===== src/common/arct_pkg.sv =====
// constants for the auto-reload/capture timer: register map, fields, counts
// assumes a 25 MHz peripheral clock and the plain register port of the top
//
// Functional notes
// - timer mode advances once per twelve clocks
// - counter mode counts high-then-low samples only
// - select bit zero gives auto-reload mode
// - up mode overflows at all ones, reloads
// - external edge reloads, sets event flag
// - flags cleared only by software or the updown toggle
// - external reload beats simultaneous count edge
// - updown, pin high: count up, reload value
// - updown, pin low: down to reload, all ones
// - updown: event flag toggles, no request
// - updown: control pin level picks count direction
// - capture needs select and external enable
// - capture mode overflows to zero, requests
// - capture edge copies count, sets flag
// - control pin edges from consecutive samples
// - increment first, then capture new value
// - software or hardware edge sets run
// - only software clears the run bit
// - starting edge flags only, later edges act
// - prescaler bypasses divide-by-twelve, two-power divide
// - write one clears flag, zero ignored
// - stopped timer still takes external edge actions
`default_nettype none
package arct_pkg;
    localparam int unsigned ADDR_W = 4;
    localparam int unsigned DATA_W = 16;
    // register offsets
    localparam logic [3:0] CTRL_ADDR = 4'h0;
    localparam logic [3:0] MODE_ADDR = 4'h1;
    localparam logic [3:0] CLEAR_ADDR = 4'h2;
    localparam logic [3:0] RELOAD_ADDR = 4'h3;
    localparam logic [3:0] COUNT_ADDR = 4'h4;
    // control register fields
    localparam int unsigned CTRL_CRS = 0;
    localparam int unsigned CTRL_CTS = 1;
    localparam int unsigned CTRL_RUN = 2;
    localparam int unsigned CTRL_EEE = 3;
    localparam int unsigned CTRL_EXF = 6;
    localparam int unsigned CTRL_OVF = 7;
    // mode register fields
    localparam int unsigned MODE_UDE = 0;
    localparam int unsigned MODE_PRE_LO = 1;
    localparam int unsigned MODE_PRE_HI = 3;
    localparam int unsigned MODE_PEN = 4;
    localparam int unsigned MODE_EDGE = 5;
    localparam int unsigned MODE_HSE = 6;
    localparam int unsigned MODE_HSEDGE = 7;
    // clear register fields
    localparam int unsigned CLR_EXF = 6;
    localparam int unsigned CLR_OVF = 7;
    // values and counts
    localparam logic [15:0] COUNT_MAX = 16'hFFFF;
    localparam logic [15:0] COUNT_ZERO = 16'h0000;
    localparam logic [15:0] RESET_VAL = 16'h0000;
    localparam logic [3:0] DIV12_LAST = 4'hB;
    localparam int unsigned PRE_W = 7;
endpackage
`default_nettype wire


===== src/hw/arct_timer.sv =====
// 16-bit auto-reload / capture timer with plain register port
// assumes count and control pins are synchronous to clock
`default_nettype none
module arct_timer (
    // clock and reset
    input wire logic clock,
    input wire logic rst,
    // register port
    input wire logic [3:0] addr,
    input wire logic [15:0] wdata,
    input wire logic wr,
    input wire logic rd,
    output logic [15:0] rdata,
    // external pins
    input wire logic count_input_pin,
    input wire logic external_control_pin,
    // status and requests
    output logic overflow_flag,
    output logic external_event_flag,
    output logic overflow_request,
    output logic external_request
);
    // picks the rising or falling edge by a select bit
    function automatic logic arct_pick_edge(input logic sel,
        input logic rise, input logic fall);
        arct_pick_edge = sel ? rise : fall;
    endfunction

    logic [15:0] count_reg;
    logic [15:0] rc_reg;
    logic [15:0] rdata_reg;
    logic [15:0] count_step;
    logic run_reg;
    logic crs_reg;
    logic cts_reg;
    logic eee_reg;
    logic ude_reg;
    logic [2:0] pre_sel_reg;
    logic pen_reg;
    logic edge_sel_reg;
    logic hse_reg;
    logic hs_edge_reg;
    logic ovf_flag_reg;
    logic exf_flag_reg;
    logic ovf_req_reg;
    logic ext_req_reg;
    logic cnt_prev_reg;
    logic ext_prev_reg;
    logic [3:0] div12_reg;
    logic [6:0] pre_cnt_reg;
    logic [6:0] pre_mask;
    logic tick12;
    logic tick_pre;
    logic timer_tick;
    logic cnt_fall;
    logic ext_rise;
    logic ext_fall;
    logic sel_edge;
    logic start_edge;
    logic hw_start_now;
    logic capture_mode;
    logic updown;
    logic count_up;
    logic inc;
    logic ovf_evt;
    logic ext_action;
    logic wr_ctrl;
    logic wr_mode;
    logic wr_clear;
    logic wr_rc;
    logic wr_count;

    // address decode of write strobes
    assign wr_ctrl = wr && (addr == arct_pkg::CTRL_ADDR);
    assign wr_mode = wr && (addr == arct_pkg::MODE_ADDR);
    assign wr_clear = wr && (addr == arct_pkg::CLEAR_ADDR);
    assign wr_rc = wr && (addr == arct_pkg::RELOAD_ADDR);
    assign wr_count = wr && (addr == arct_pkg::COUNT_ADDR);

    // pin edges from this sample against the previous one
    assign cnt_fall = cnt_prev_reg & ~count_input_pin;
    assign ext_rise = ~ext_prev_reg & external_control_pin;
    assign ext_fall = ext_prev_reg & ~external_control_pin;
    assign sel_edge = arct_pick_edge(edge_sel_reg, ext_rise, ext_fall);
    assign start_edge = arct_pick_edge(hs_edge_reg, ext_rise, ext_fall);

    // mode decode
    assign capture_mode = crs_reg & eee_reg;
    assign updown = ude_reg & ~crs_reg;
    assign count_up = ~updown | external_control_pin;

    // hardware start consumes its own edge
    assign hw_start_now = hse_reg & ~run_reg & start_edge;
    // stopped timers still act on edges, except the starting edge
    assign ext_action = eee_reg & sel_edge & ~hw_start_now & ~updown;

    // count clock selection
    assign tick12 = (div12_reg == arct_pkg::DIV12_LAST);
    assign pre_mask = 7'((8'h01 << pre_sel_reg) - 8'h01);
    assign tick_pre = ((pre_cnt_reg & pre_mask) == pre_mask);
    assign timer_tick = pen_reg ? tick_pre : tick12;
    assign inc = run_reg & (cts_reg ? cnt_fall : timer_tick);

    // overflow: all ones going up, reload value going down
    assign ovf_evt = inc & (count_up ? (count_reg == arct_pkg::COUNT_MAX)
                                     : (count_reg == rc_reg));

    // next count after an increment, used for capture too
    always_comb begin
        count_step = count_reg;
        if (inc) begin
            if (ovf_evt && !count_up) begin
                count_step = arct_pkg::COUNT_MAX;
            end else if (ovf_evt && capture_mode) begin
                count_step = arct_pkg::COUNT_ZERO;
            end else if (ovf_evt) begin
                count_step = rc_reg;
            end else if (count_up) begin
                count_step = count_reg + 16'h0001;
            end else begin
                count_step = count_reg - 16'h0001;
            end
        end
    end

    // pin sample history
    always_ff @(posedge clock or posedge rst) begin
        if (rst) begin
            cnt_prev_reg <= 1'b0;
            ext_prev_reg <= 1'b0;
        end else begin
            cnt_prev_reg <= count_input_pin;
            ext_prev_reg <= external_control_pin;
        end
    end

    // free-running dividers; a phase error of one period at start
    // is accepted to keep the dividers simple
    always_ff @(posedge clock or posedge rst) begin
        if (rst) begin
            div12_reg <= 4'h0;
            pre_cnt_reg <= 7'h00;
        end else begin
            div12_reg <= tick12 ? 4'h0 : div12_reg + 4'h1;
            pre_cnt_reg <= pre_cnt_reg + 7'h01;
        end
    end

    // control and mode bits
    always_ff @(posedge clock or posedge rst) begin
        if (rst) begin
            crs_reg <= 1'b0;
            cts_reg <= 1'b0;
            eee_reg <= 1'b0;
            ude_reg <= 1'b0;
            pre_sel_reg <= 3'h0;
            pen_reg <= 1'b0;
            edge_sel_reg <= 1'b0;
            hse_reg <= 1'b0;
            hs_edge_reg <= 1'b0;
        end else begin
            if (wr_ctrl) begin
                crs_reg <= wdata[arct_pkg::CTRL_CRS];
                cts_reg <= wdata[arct_pkg::CTRL_CTS];
                eee_reg <= wdata[arct_pkg::CTRL_EEE];
            end
            if (wr_mode) begin
                ude_reg <= wdata[arct_pkg::MODE_UDE];
                pre_sel_reg <=
                    wdata[arct_pkg::MODE_PRE_HI:arct_pkg::MODE_PRE_LO];
                pen_reg <= wdata[arct_pkg::MODE_PEN];
                edge_sel_reg <= wdata[arct_pkg::MODE_EDGE];
                hse_reg <= wdata[arct_pkg::MODE_HSE];
                hs_edge_reg <= wdata[arct_pkg::MODE_HSEDGE];
            end
        end
    end

    // run bit: software write, hardware only ever sets it
    always_ff @(posedge clock or posedge rst) begin
        if (rst) begin
            run_reg <= 1'b0;
        end else if (wr_ctrl) begin
            run_reg <= wdata[arct_pkg::CTRL_RUN];
        end else if (hw_start_now) begin
            run_reg <= 1'b1;
        end
    end

    // count register; software write has top priority
    always_ff @(posedge clock or posedge rst) begin
        if (rst) begin
            count_reg <= arct_pkg::RESET_VAL;
        end else if (wr_count) begin
            count_reg <= wdata;
        end else if (ext_action && !capture_mode) begin
            count_reg <= rc_reg;
        end else begin
            count_reg <= count_step;
        end
    end

    // reload/capture register
    always_ff @(posedge clock or posedge rst) begin
        if (rst) begin
            rc_reg <= arct_pkg::RESET_VAL;
        end else if (wr_rc) begin
            rc_reg <= wdata;
        end else if (ext_action && capture_mode) begin
            rc_reg <= count_step;
        end
    end

    // overflow flag; a set in the clear cycle wins
    always_ff @(posedge clock or posedge rst) begin
        if (rst) begin
            ovf_flag_reg <= 1'b0;
        end else if (ovf_evt) begin
            ovf_flag_reg <= 1'b1;
        end else if (wr_clear && wdata[arct_pkg::CLR_OVF]) begin
            ovf_flag_reg <= 1'b0;
        end
    end

    // external event flag; toggles in updown mode
    always_ff @(posedge clock or posedge rst) begin
        if (rst) begin
            exf_flag_reg <= 1'b0;
        end else if (updown && ovf_evt) begin
            exf_flag_reg <= ~exf_flag_reg;
        end else if (ext_action || (hw_start_now && eee_reg)) begin
            exf_flag_reg <= 1'b1;
        end else if (wr_clear && wdata[arct_pkg::CLR_EXF]) begin
            exf_flag_reg <= 1'b0;
        end
    end

    // one-cycle request pulses
    always_ff @(posedge clock or posedge rst) begin
        if (rst) begin
            ovf_req_reg <= 1'b0;
            ext_req_reg <= 1'b0;
        end else begin
            ovf_req_reg <= ovf_evt;
            ext_req_reg <= ~updown & (ext_action
                           | (hw_start_now & eee_reg));
        end
    end

    // read data, valid the cycle after the strobe only
    always_ff @(posedge clock or posedge rst) begin
        if (rst) begin
            rdata_reg <= 16'h0000;
        end else if (rd) begin
            case (addr)
                arct_pkg::CTRL_ADDR: rdata_reg <= {8'h00, ovf_flag_reg,
                    exf_flag_reg, 2'b00, eee_reg, run_reg, cts_reg,
                    crs_reg};
                arct_pkg::MODE_ADDR: rdata_reg <= {8'h00, hs_edge_reg,
                    hse_reg, edge_sel_reg, pen_reg, pre_sel_reg, ude_reg};
                arct_pkg::RELOAD_ADDR: rdata_reg <= rc_reg;
                arct_pkg::COUNT_ADDR: rdata_reg <= count_reg;
                default: rdata_reg <= 16'h0000;
            endcase
        end else begin
            rdata_reg <= 16'h0000;
        end
    end

    assign rdata = rdata_reg;
    assign overflow_flag = ovf_flag_reg;
    assign external_event_flag = exf_flag_reg;
    assign overflow_request = ovf_req_reg;
    assign external_request = ext_req_reg;
endmodule // arct_timer
`default_nettype wire


===== config.mk =====
export PLATFORM = sky130hd
export DESIGN_NAME = arct_timer
export DESIGN_NICKNAME = d
export VERILOG_FILES = /design/src/common/arct_pkg.sv /design/src/hw/arct_timer.sv
export SDC_FILE = /design/constraint.sdc
export NUM_CORES = 1
export LEC_CHECK = 0
export ABC_CLOCK_PERIOD_IN_PS = 8600
export BUFFER_PORTS_ARGS = -buffer_cell sky130_fd_sc_hd__buf_2
export CAP_MARGIN = 20
export CORE_ASPECT_RATIO = 0.7
export CORE_MARGIN = 5
export CORE_UTILIZATION = 45
export CTS_BUF_LIST = sky130_fd_sc_hd__clkbuf_8
export CTS_CLUSTER_DIAMETER = 200
export DETAILED_ROUTE_END_ITERATION = 12
export HOLD_SLACK_MARGIN = 0.1
export PLACE_DENSITY_LB_ADDON = 0.05
export SKIP_CTS_REPAIR_TIMING = 1
export SYNTH_ARGS = -nofsm -noshare
export SYNTH_HDL_FRONTEND = slang
export SYNTH_SLANG_ARGS = --single-unit

===== constraint.sdc =====
create_clock -name clock -period 8.6 [get_ports clock]
set_clock_uncertainty 0.1 [all_clocks]
set_input_delay 0 -clock clock [delete_from_list [all_inputs] [get_ports clock]]
set_output_delay 0 -clock clock [all_outputs]
set_load 0.01 [all_outputs]

# Word level (Yosys, flattened, before mapping)
# Index checks and enable logic that the tools add are counted.
dict set report totals {
  reg_bits 77
  in_bits 26
  output_inout_bits 20
}
dict set report classes {
  n_addsub 5
  eq_ne 8
  shifts 1
  muxes 24
  bitwise_logic 25
  reduce_logical 21
}
# op count
set ops {}
lappend ops {{$mux 16} 10}
lappend ops {{$pmux 16 s4} 1}
lappend ops {{$add 16x1->16 const B} 1}
lappend ops {{$eq 16x16->1} 1}
lappend ops {{$eq 16x16->1 const B} 1}
lappend ops {{$sub 16x1->16 const B} 1}
lappend ops {{$and 1x1->1} 14}
lappend ops {{$logic_and 1x1->1} 13}
lappend ops {{$mux 1} 12}
lappend ops {{$eq 4x2->1 const B} 2}
lappend ops {{$not 1->1} 8}
lappend ops {{$add 7x1->7 const B} 1}
lappend ops {{$and 7x7->7} 1}
lappend ops {{$eq 7x7->1} 1}
lappend ops {{$shl 1x3->7 const A} 1}
lappend ops {{$sub 7x1->7 const B} 1}
lappend ops {{$reduce_bool 2->1} 3}
lappend ops {{$add 4x1->4 const B} 1}
lappend ops {{$eq 4x1->1 const B} 1}
lappend ops {{$eq 4x3->1 const B} 1}
lappend ops {{$eq 4x4->1 const B} 1}
lappend ops {{$logic_not 4->1} 1}
lappend ops {{$mux 4} 1}
lappend ops {{$reduce_bool 3->1} 1}
lappend ops {{other kinds (3)} 5}

# Logic depth before layout (Yosys ltp)
# Gate-level depths: netlist of the first run.
dict set report depth {
  word_depth 14
  depth_mapped 14
}

# Least setup slack after synthesis of the first run
# Ideal clock, no wire load.
dict set report synth_path {
  path_type {flip-flop to flip-flop}
  startpoint {reg crs_reg}
  endpoint {reg count_reg[14]}
  setup_time_ns 0.132
  arrival_ns 3.557
  t_required_ns 8.368
  path_slack_ns 4.810
  path_stages_with_launch 14
  path_buffers 2
  synth_period_minus_slack_ns 3.790
  path_cell_list {dfrtp_1 -> or3b_4 -> clkinv_4 -> buf_6 -> clkbuf_1 -> ha_1 -> a21oi_1 -> nand4b_1 -> nand3_1 -> a311oi_1 -> o21ai_0 -> a21o_1 -> a2111oi_0 -> o31ai_1}
}
dict set report synth_between {
  elab_chain_len 12
  word_cells_on_any_way 20
  classes_between {mux (8); bitwise (7); reduce/logical (5)}
}
# element line
set synth_lines {}
lappend synth_lines {{start, declared} arct_timer.sv:34} ;# logic crs_reg;
lappend synth_lines {{start signal, assigned} arct_timer.sv:163} ;# crs_reg <= wdata[arct_pkg::CTRL_CRS];
lappend synth_lines {{$not 1->1} arct_timer.sv:89} ;# assign updown = ude_reg & ~crs_reg;
lappend synth_lines {{$and 1x1->1} arct_timer.sv:89}
lappend synth_lines {{$not 1->1} {arct_timer.sv:90, arct_timer.sv:95}}
lappend synth_lines {{$or 1x1->1} arct_timer.sv:90} ;# assign count_up = ~updown | external_control_pin;
lappend synth_lines {{$mux 1} arct_timer.sv:105} ;# assign ovf_evt = inc & (count_up ? (count_reg == arct_pkg::COUNT_MAX)
lappend synth_lines {{$and 1x1->1} arct_timer.sv:105}
lappend synth_lines {{$mux 16 / $logic_and 1x1->1 (equally long branches)} {arct_timer.sv:116, arct_timer.sv:114}}
lappend synth_lines {{$mux 16} arct_timer.sv:114} ;# end else if (ovf_evt && capture_mode) begin
lappend synth_lines {{$mux 16} arct_timer.sv:112} ;# if (ovf_evt && !count_up) begin
lappend synth_lines {{$mux 16} arct_timer.sv:111} ;# if (inc) begin
lappend synth_lines {{$mux 16 *} arct_timer.sv:196} ;# end else if (ext_action && !capture_mode) begin
lappend synth_lines {{$mux 16 *} arct_timer.sv:194} ;# end else if (wr_count) begin
lappend synth_lines {{end signal, assigned} arct_timer.sv:193} ;# count_reg <= arct_pkg::RESET_VAL;
lappend synth_lines {{end signal, assigned} arct_timer.sv:195} ;# count_reg <= wdata;
lappend synth_lines {{end signal, assigned} arct_timer.sv:197} ;# count_reg <= rc_reg;
lappend synth_lines {{end, declared} arct_timer.sv:29} ;# logic [15:0] count_reg;
# Mark *: on every way between the ends. The rest lies on a longest branch, timed or not.
# A chain may end at the register's enable or synchronous reset.

# Final worst setup path of the first run
# Same ends and word-level chain as after synthesis.

==> flow_summary_export.csv, run 1 <==
group,metric,value,unit
power_and_ir_drop,vdd_drop_max,0.1331,mV
sta,fin_ws,4.861,ns
power_and_ir_drop,switching_share,47.15,%
power_and_ir_drop,p_per_area,283.6,nW/um2
synthesis,yosysUniqueCellTypes,65,
sta,slew_violations,0,
place,dp.final_hpwl,12540,um
sta,rsz0062_at_grt,"no",
critical_path,crit_fanout,42,
cts,clock_latency,0.37,ns
route,vias,5261,
power_and_ir_drop,p_leak,0.002592,uW
sta,worst_pin_slew,0.9390,ns
synthesis,async_flop_share,100.0,%
place,dp_slack,4.836,ns
cts,cts_made_buffers,9,
place,portBuffers,45,
floorplanning,die_h,101.6,um
critical_path,crit_start,"crs_reg",
route,drc,0,
synthesis,synth-seq-cells,77,
cts,cts.sinks,77,
power_and_ir_drop,pwr-share-seq,38.8,%
critical_path,crit_type,"flip-flop to flip-flop",
critical_path,r2r_cells,11,
status,status,"completed",
sta,finalHoldViolations,0,
power_and_ir_drop,internal-power,915.0,uW
synthesis,syn_inst,635,
route,viasPerCell,6.233,
sta,fin_crit,3.739,ns
synthesis,syn_area,5394,um2
flow_run,maxCapViolCount,0,
finish,layout-area-overhead-vs-synth,13.20,%
cts,cts_root_buf,"clkbuf_8",
finish,nets,726,
route,drt-total-wl,17910,um
global_routing,grt_pass1_vias,4805,
floorplanning,io_pins,46,
sta,setup_tns,0,ns
synthesis,synth_nets,679,
critical_path,crit_end,"count_reg[14]",
route,post_drt_wl_per_cell,21.22,um
synthesis,seq_area_frac_synth,35.72,%
cts,cts_tree,"done",
cts,clk_path_buf_depth,2,
critical_path,startpoint_type,"flip-flop",
synthesis,synth_enable_flop_cells,0,
critical_path,r2r_setup_slack,4.86,ns
global_routing,grt_max_degree,78,
sta,slew_headroom,37.25,%
route,drt_iter0_drc,623,
floorplanning,die_area,14310,um2
sta,setup_viol,0,
synthesis,yosysWarnings,0,
floorplanning,die_x,140.9,um
finish,drive_gt1_share,13.25,%
sta,timing.fmax,267.4,MHz
finish,n_antenna_cell,0,
global_routing,grt_pass1_wl,27990,um
finish,num-fill-cells,1123,
critical_path,worstReg2RegEnd,"count_reg[14]",
global_routing,antenna_found_initial,0,
critical_path,critical_path_arrival,3.88,ns
cts,htreeDepth,3,
floorplanning,rows,33,
hold_path,hp-class,"input pin to flip-flop",
global_routing,gr-total-overflow,0,
synthesis,ys.flop_type,"dfrtp_1",
critical_path,cp.required,8.74,ns
power_and_ir_drop,p_comb_share,46.2,%
route,ant_nets,0,
route,first_pass_iters,5,
global_routing,grt_usage,25.43,%
power_and_ir_drop,pwr-share-clk,14.9,%
sta,fin_crit_sh,43.48,%
synthesis,syn_area_per_cell,8.494,um2
floorplanning,core_area,11730,um2
place,place.gp.congestion,0.9593,
cts,clk_pin_slew,0.08,ns
floorplanning,start_util,46.00,%
power_and_ir_drop,power_switching,816.3,uW
critical_path,rr_startpoint,"crs_reg",
critical_path,cp-end-kind,"flip-flop",
==> cell families after synthesis <==
group	count (synthesis)	share of synthesized area, %
buffers and inverters	47	4.152
DFF	77	35.72
AOI/OAI and AO/OA	216	26.40
muxes	23	4.547
and+or+nand+nor	233	21.46
xor gates and xnor gates	21	3.410
adders and majority gates	18	4.314
==> worst min-delay path by stage <==
stage,from,end,slack (ns),cells past startpoint
floorplan,count_input_pin,cnt_prev_reg,-0.07,0
global placement,count_input_pin,cnt_prev_reg,0.03,1
detailed placement,count_input_pin,cnt_prev_reg,0.03,1
CTS,count_input_pin,cnt_prev_reg,-0.35,1
global route,addr[2],overflow_flag,0.14,4
finish,addr[2],overflow_flag,0.14,4
==> layout by cell type (no fill, tap or decap), types with 3 or more instances in the layout <==
cell           Yosys  routed
inv_1              8       8
o31a_1             4       4
nor4_1             5       5
nand2_1           69      69
a31oi_1            9       9
clkbuf_8           0      10
a22oi_1           16      16
a21o_1            10      10
nor2_1            63      63
o211ai_1          13      13
a21oi_1           47      47
xnor2_1           11      11
xor2_1            10      10
or3_1              4       4
and2_1             9       9
o21a_1             7       7
nand4_1            8       8
nor3_1            11      11
buf_2              4      45
o311a_1            3       3
ha_1              17      17
dfrtp_1           77      77
a32oi_1            4       4
dlygate4sd3_1      0      24
o21ai_0           45      45
o21ai_1            9       9
nor2b_1            9       9
mux2i_1           11      11
clkinv_2           0       3
nand2b_1           8       8
nand3_1           20      20
nand4bb_1          4       4
a311oi_1           4       4
o31ai_1           10      10
a211oi_1          12      12
mux2_2            12      12
and3_1            10      10
buf_4              0       3
o22a_1             3       3
==> power groups by stage <==
| stage | clock network (uW) | registers (uW) | logic, uW |
|---|---|---|---|
| after floorplan | 0 | 561 | 643 |
| after detailed placement | 0 | 671 | 768 |
| final | 259 | 672 | 800 |
| after global routing | 284 | 689 | 887 |
| after CTS | 268 | 662 | 773 |
| after global placement | 0 | 669 | 752 |
==> metrics by stage <==
stage / util (%) / power [uW] / instances / hold slack (ns) / area, um2
final: 52.07 / 1731 / 844 / 0.1436 / 6106
after global routing: 52.07 / 1860 / 844 / 0.1389 / 6106
after CTS: 49.66 / 1703 / 817 / -0.3511 / 5823
after detailed placement: 48.15 / 1439 / 801 / 0.03110 / 5647
after global placement: 48.15 / 1420 / 801 / 0.02551 / 5647
after floorplan: - / 1204 / 635 / -0.06857 / 5394
==> critical path, stage by stage, from the launching register on <==
cell and delay [ns]:
dfrtp_1 0.44, or3b_4 0.52, clkinv_4 0.30, ha_1 0.35, a21oi_1 0.20, nand4b_1 0.16, nand3_1 0.18, a311oi_1 0.42
o21ai_0 0.17, a21o_1 0.19, a2111oi_0 0.45, o31ai_1 0.12
==> layout make-up <==
cell class                 instances  area, um2  area share [%]
tap                              157      196.4           3.217
clock inverter                     6      38.79          0.6352
timing repair buffer              74      523.0           8.566
sequential                        77       1927           31.56
inverter                           9      40.04          0.6557
clock buffer                      10      137.6           2.254
multi-input combinational        511       3243           53.11
==> Yosys cell counts, drive strengths merged, types with 3 or more instances <==
| master | n | area share, % |
|---|---|---|
| dfrtp | 77 | 36 |
| a211oi | 12 | 1.7 |
| nand2b | 8 | 0.93 |
| nor3 | 12 | 1.3 |
| o21ai | 54 | 5.0 |
| or3 | 4 | 0.46 |
| a32oi | 5 | 0.95 |
| nand4 | 8 | 0.93 |
| ha | 17 | 3.9 |
| o31a | 4 | 0.65 |
| xor2 | 10 | 1.6 |
| inv | 8 | 0.56 |
| mux2 | 12 | 2.5 |
| mux2i | 11 | 2.0 |
| and2 | 9 | 1.0 |
| a21o | 10 | 1.4 |
| nor2 | 63 | 4.4 |
| nor4 | 6 | 0.81 |
| o22a | 3 | 0.49 |
| nand2 | 69 | 4.8 |
| o211ai | 15 | 2.3 |
| clkbuf | 28 | 1.9 |
| xnor2 | 11 | 1.8 |
| a22oi | 16 | 2.2 |
| o31ai | 10 | 1.4 |
| o21a | 7 | 0.97 |
| a31oi | 9 | 1.0 |
| nor2b | 9 | 1.0 |
| a21oi | 49 | 4.7 |
| o311a | 3 | 0.56 |
| nand3 | 21 | 2.0 |
| a311oi | 4 | 0.65 |
| buf | 10 | 1.5 |
| and3 | 10 | 1.2 |
| nand4bb | 4 | 0.84 |
==> metal layers <==
metal | vias to the layer above | wire, um | global-route usage [%]
li1 | 2457 | - | -
met1 | 2549 | 8730 | 38.77
met2 | 228 | 7048 | 34.52
met3 | 27 | 1836 | 8.117
met4 | 0 | 291 | 6.255
met5 | - | 0 | 0
(Power assumes the default switching activity.)
==> run 2, diff against run 1 <==
--- a/config.mk
+++ b/config.mk
@@ -5,7 +5,7 @@
 export SDC_FILE = /design/constraint.sdc
 export NUM_CORES = 1
 export LEC_CHECK = 0
-export ABC_CLOCK_PERIOD_IN_PS = 8600
+export ABC_CLOCK_PERIOD_IN_PS = 3900
 export BUFFER_PORTS_ARGS = -buffer_cell sky130_fd_sc_hd__buf_2
 export CAP_MARGIN = 20
 export CORE_ASPECT_RATIO = 0.7
==> constraint.sdc (replaced) <==
create_clock -name clock -period 3.9 [get_ports clock]
set_clock_uncertainty 0.1 [all_clocks]
set_input_delay 0 -clock clock [delete_from_list [all_inputs] [get_ports clock]]
set_output_delay 0 -clock clock [all_outputs]
set_load 0.01 [all_outputs]
==> flow_summary_export.csv, run 2 (synthesis gave the netlist of run 1 again) <==
group,metric,value,unit
status,status,"completed",
power_and_ir_drop,p_total,3837,uW
power_and_ir_drop,vdd_drop_max,0.3129,mV
place,portBuffers,45,
critical_path,rr_startpoint,"crs_reg",
hold_path,hp-class,"input pin to flip-flop",
sta,slew_headroom,36.96,%
critical_path,crit_type,"flip-flop to flip-flop",
critical_path,crit_family,"compound AO/OA/AOI/OAI gates",
cts,htreeDepth,3,
global_routing,grt_pass1_wl,27950,um
power_and_ir_drop,p_per_area,624.9,nW/um2
place,placed_cell_area,5714,um2
cts,clk_pin_slew,0.09,ns
sta,finalHoldViolations,0,
finish,nets,733,
critical_path,cp-end-kind,"flip-flop",
critical_path,path_cells,"or3b_4 -> clkinv_4 -> ha_1 -> a21oi_1 -> nand4b_1 -> nand3_1 -> a311oi_1 -> o21ai_0 -> a21o_1 -> a2111oi_0 -> o31ai_1",
global_routing,antenna_found_initial,0,
floorplanning,die_x,140.9,um
route,drt-total-wl,18070,um
floorplanning,core_area,11730,um2
finish,layout-area-overhead-vs-synth,13.85,%
cts,clk_path_buf_depth,2,
cts,cts_made_buffers,9,
critical_path,crit_start,"crs_reg",
flow_run,maxCapViolCount,0,
global_routing,grt_pass1_vias,4749,
route,viasPerCell,6.235,
critical_path,crit_fanout,29,
cts,cts_root_buf,"clkbuf_8",
route,first_pass_iters,6,
global_routing,grt_max_degree,51,
critical_path,startpoint_type,"flip-flop",
cts,cts_tree,"done",
finish,drive_gt1_share,14.27,%
global_routing,grt_usage,25.34,%
sta,setup_tns,0,ns
floorplanning,die_area,14310,um2
cts,clock_latency,0.36,ns
critical_path,cp.required,4.03,ns
hold_path,hold_end,"overflow_flag",
global_routing,gr-total-overflow,0,
route,post_drt_wl_per_cell,21.23,um
place,dp.final_hpwl,13060,um
floorplanning,rows,33,
sta,slew_violations,0,
sta,setup_viol,0,
floorplanning,io_pins,46,
critical_path,r2r_setup_slack,0.22,ns
critical_path,cp_num_buf_inv,1,
critical_path,worst_path_max_delay_cell,"a2111oi_0",
hold_path,hp-start,"addr[0]",
floorplanning,die_h,101.6,um
sta,timing.fmax,271.7,MHz
critical_path,critical_path_arrival,3.81,ns
critical_path,worstReg2RegEnd,"count_reg[14]",
finish,finalInstanceArea,6141,um2
finish,final_cell_mix,"77 x dfrtp_1, 69 x nand2_1, 63 x nor2_1, 47 x a21oi_1",
cts,cts.sinks,77,
finish,final_core_util,52.37,%
route,drt_iter0_drc,544,
critical_path,max_stage_delay,0.54,ns
critical_path,r2r_cells,11,
power_and_ir_drop,p_leak,0.002617,uW
finish,num-fill-cells,1118,
finish,n_antenna_cell,0,
sta,fin_crit_sh,94.37,%
route,ant_nets,0,
route,drc,0,
sta,fin_crit,3.681,ns
place,place.gp.congestion,0.9798,
sta,worst_pin_slew,0.9433,ns
floorplanning,start_util,46.00,%
sta,rsz0062_at_grt,"no",
finish,final_common_cell,"dfrtp_1",
hold_path,hold_depth,4,
sta,hold_ws,0.07637,ns
route,vias,5306,
## run 2: cell count changes in the layout (fill, tap and decap cells not counted)
cell      change
inv_1         -1
clkinv_4      -1
clkbuf_8      -1
buf_4         +9
buf_12        -1
inv_8         +1
inv_6         +2
buf_8         -1
## run 2: final cells by class
type                            instances  area (um2)  share of cell area [%]
Clock buffer                            9       123.9                   2.017
Clock inverter                          7       55.05                  0.8965
Inverter                                9       40.04                  0.6520
Multi-Input combinational cell        511        3243                   52.81
Sequential cell                        77        1927                   31.38
Tap cell                              157       196.4                   3.199
Timing Repair Buffer                   81       555.5                   9.046
## run 2: stage by stage
stage	std cells	worst slack [ns]
after floorplan	635	0.1104
after global placement	810	0.5282
after detailed placement	810	0.3499
after CTS	826	0.3152
after global routing	851	0.05073
final	851	0.2194
## run 2: worst max-delay path by stage
stage,to,slack [ns],depth (start not counted)
5_1_grt,count_reg[14],0.05,11
3_3_place_gp,rc_reg[2],0.53,11
2_1_floorplan,count_reg[14],0.11,13
3_5_place_dp,count_reg[14],0.35,11
4_1_cts,count_reg[14],0.32,11
6_report,count_reg[14],0.22,11
## run 2: report_power, final
group | leakage (uW) | internal (uW) | switching, uW
combinational | 0.00158 | 777 | 986
clock | 0.0000923 | 240 | 346
sequential | 0.000949 | 998 | 491
## run 2: routing by layer
metal	track usage, %	part of all wire (%)	wire [um]
met5	0	0	0
met4	5.659	1.7	303
met3	6.843	9.5	1722
met2	34.08	39	6981
met1	39.91	50	9058
## run 2: worst min-delay path: cells and delay by family
family | cells | cell delay (ns)
buffers and inverters | 1 | 0.19
AOI/OAI and AO/OA | 1 | 0.12
and+or+nand+nor | 2 | 0.20
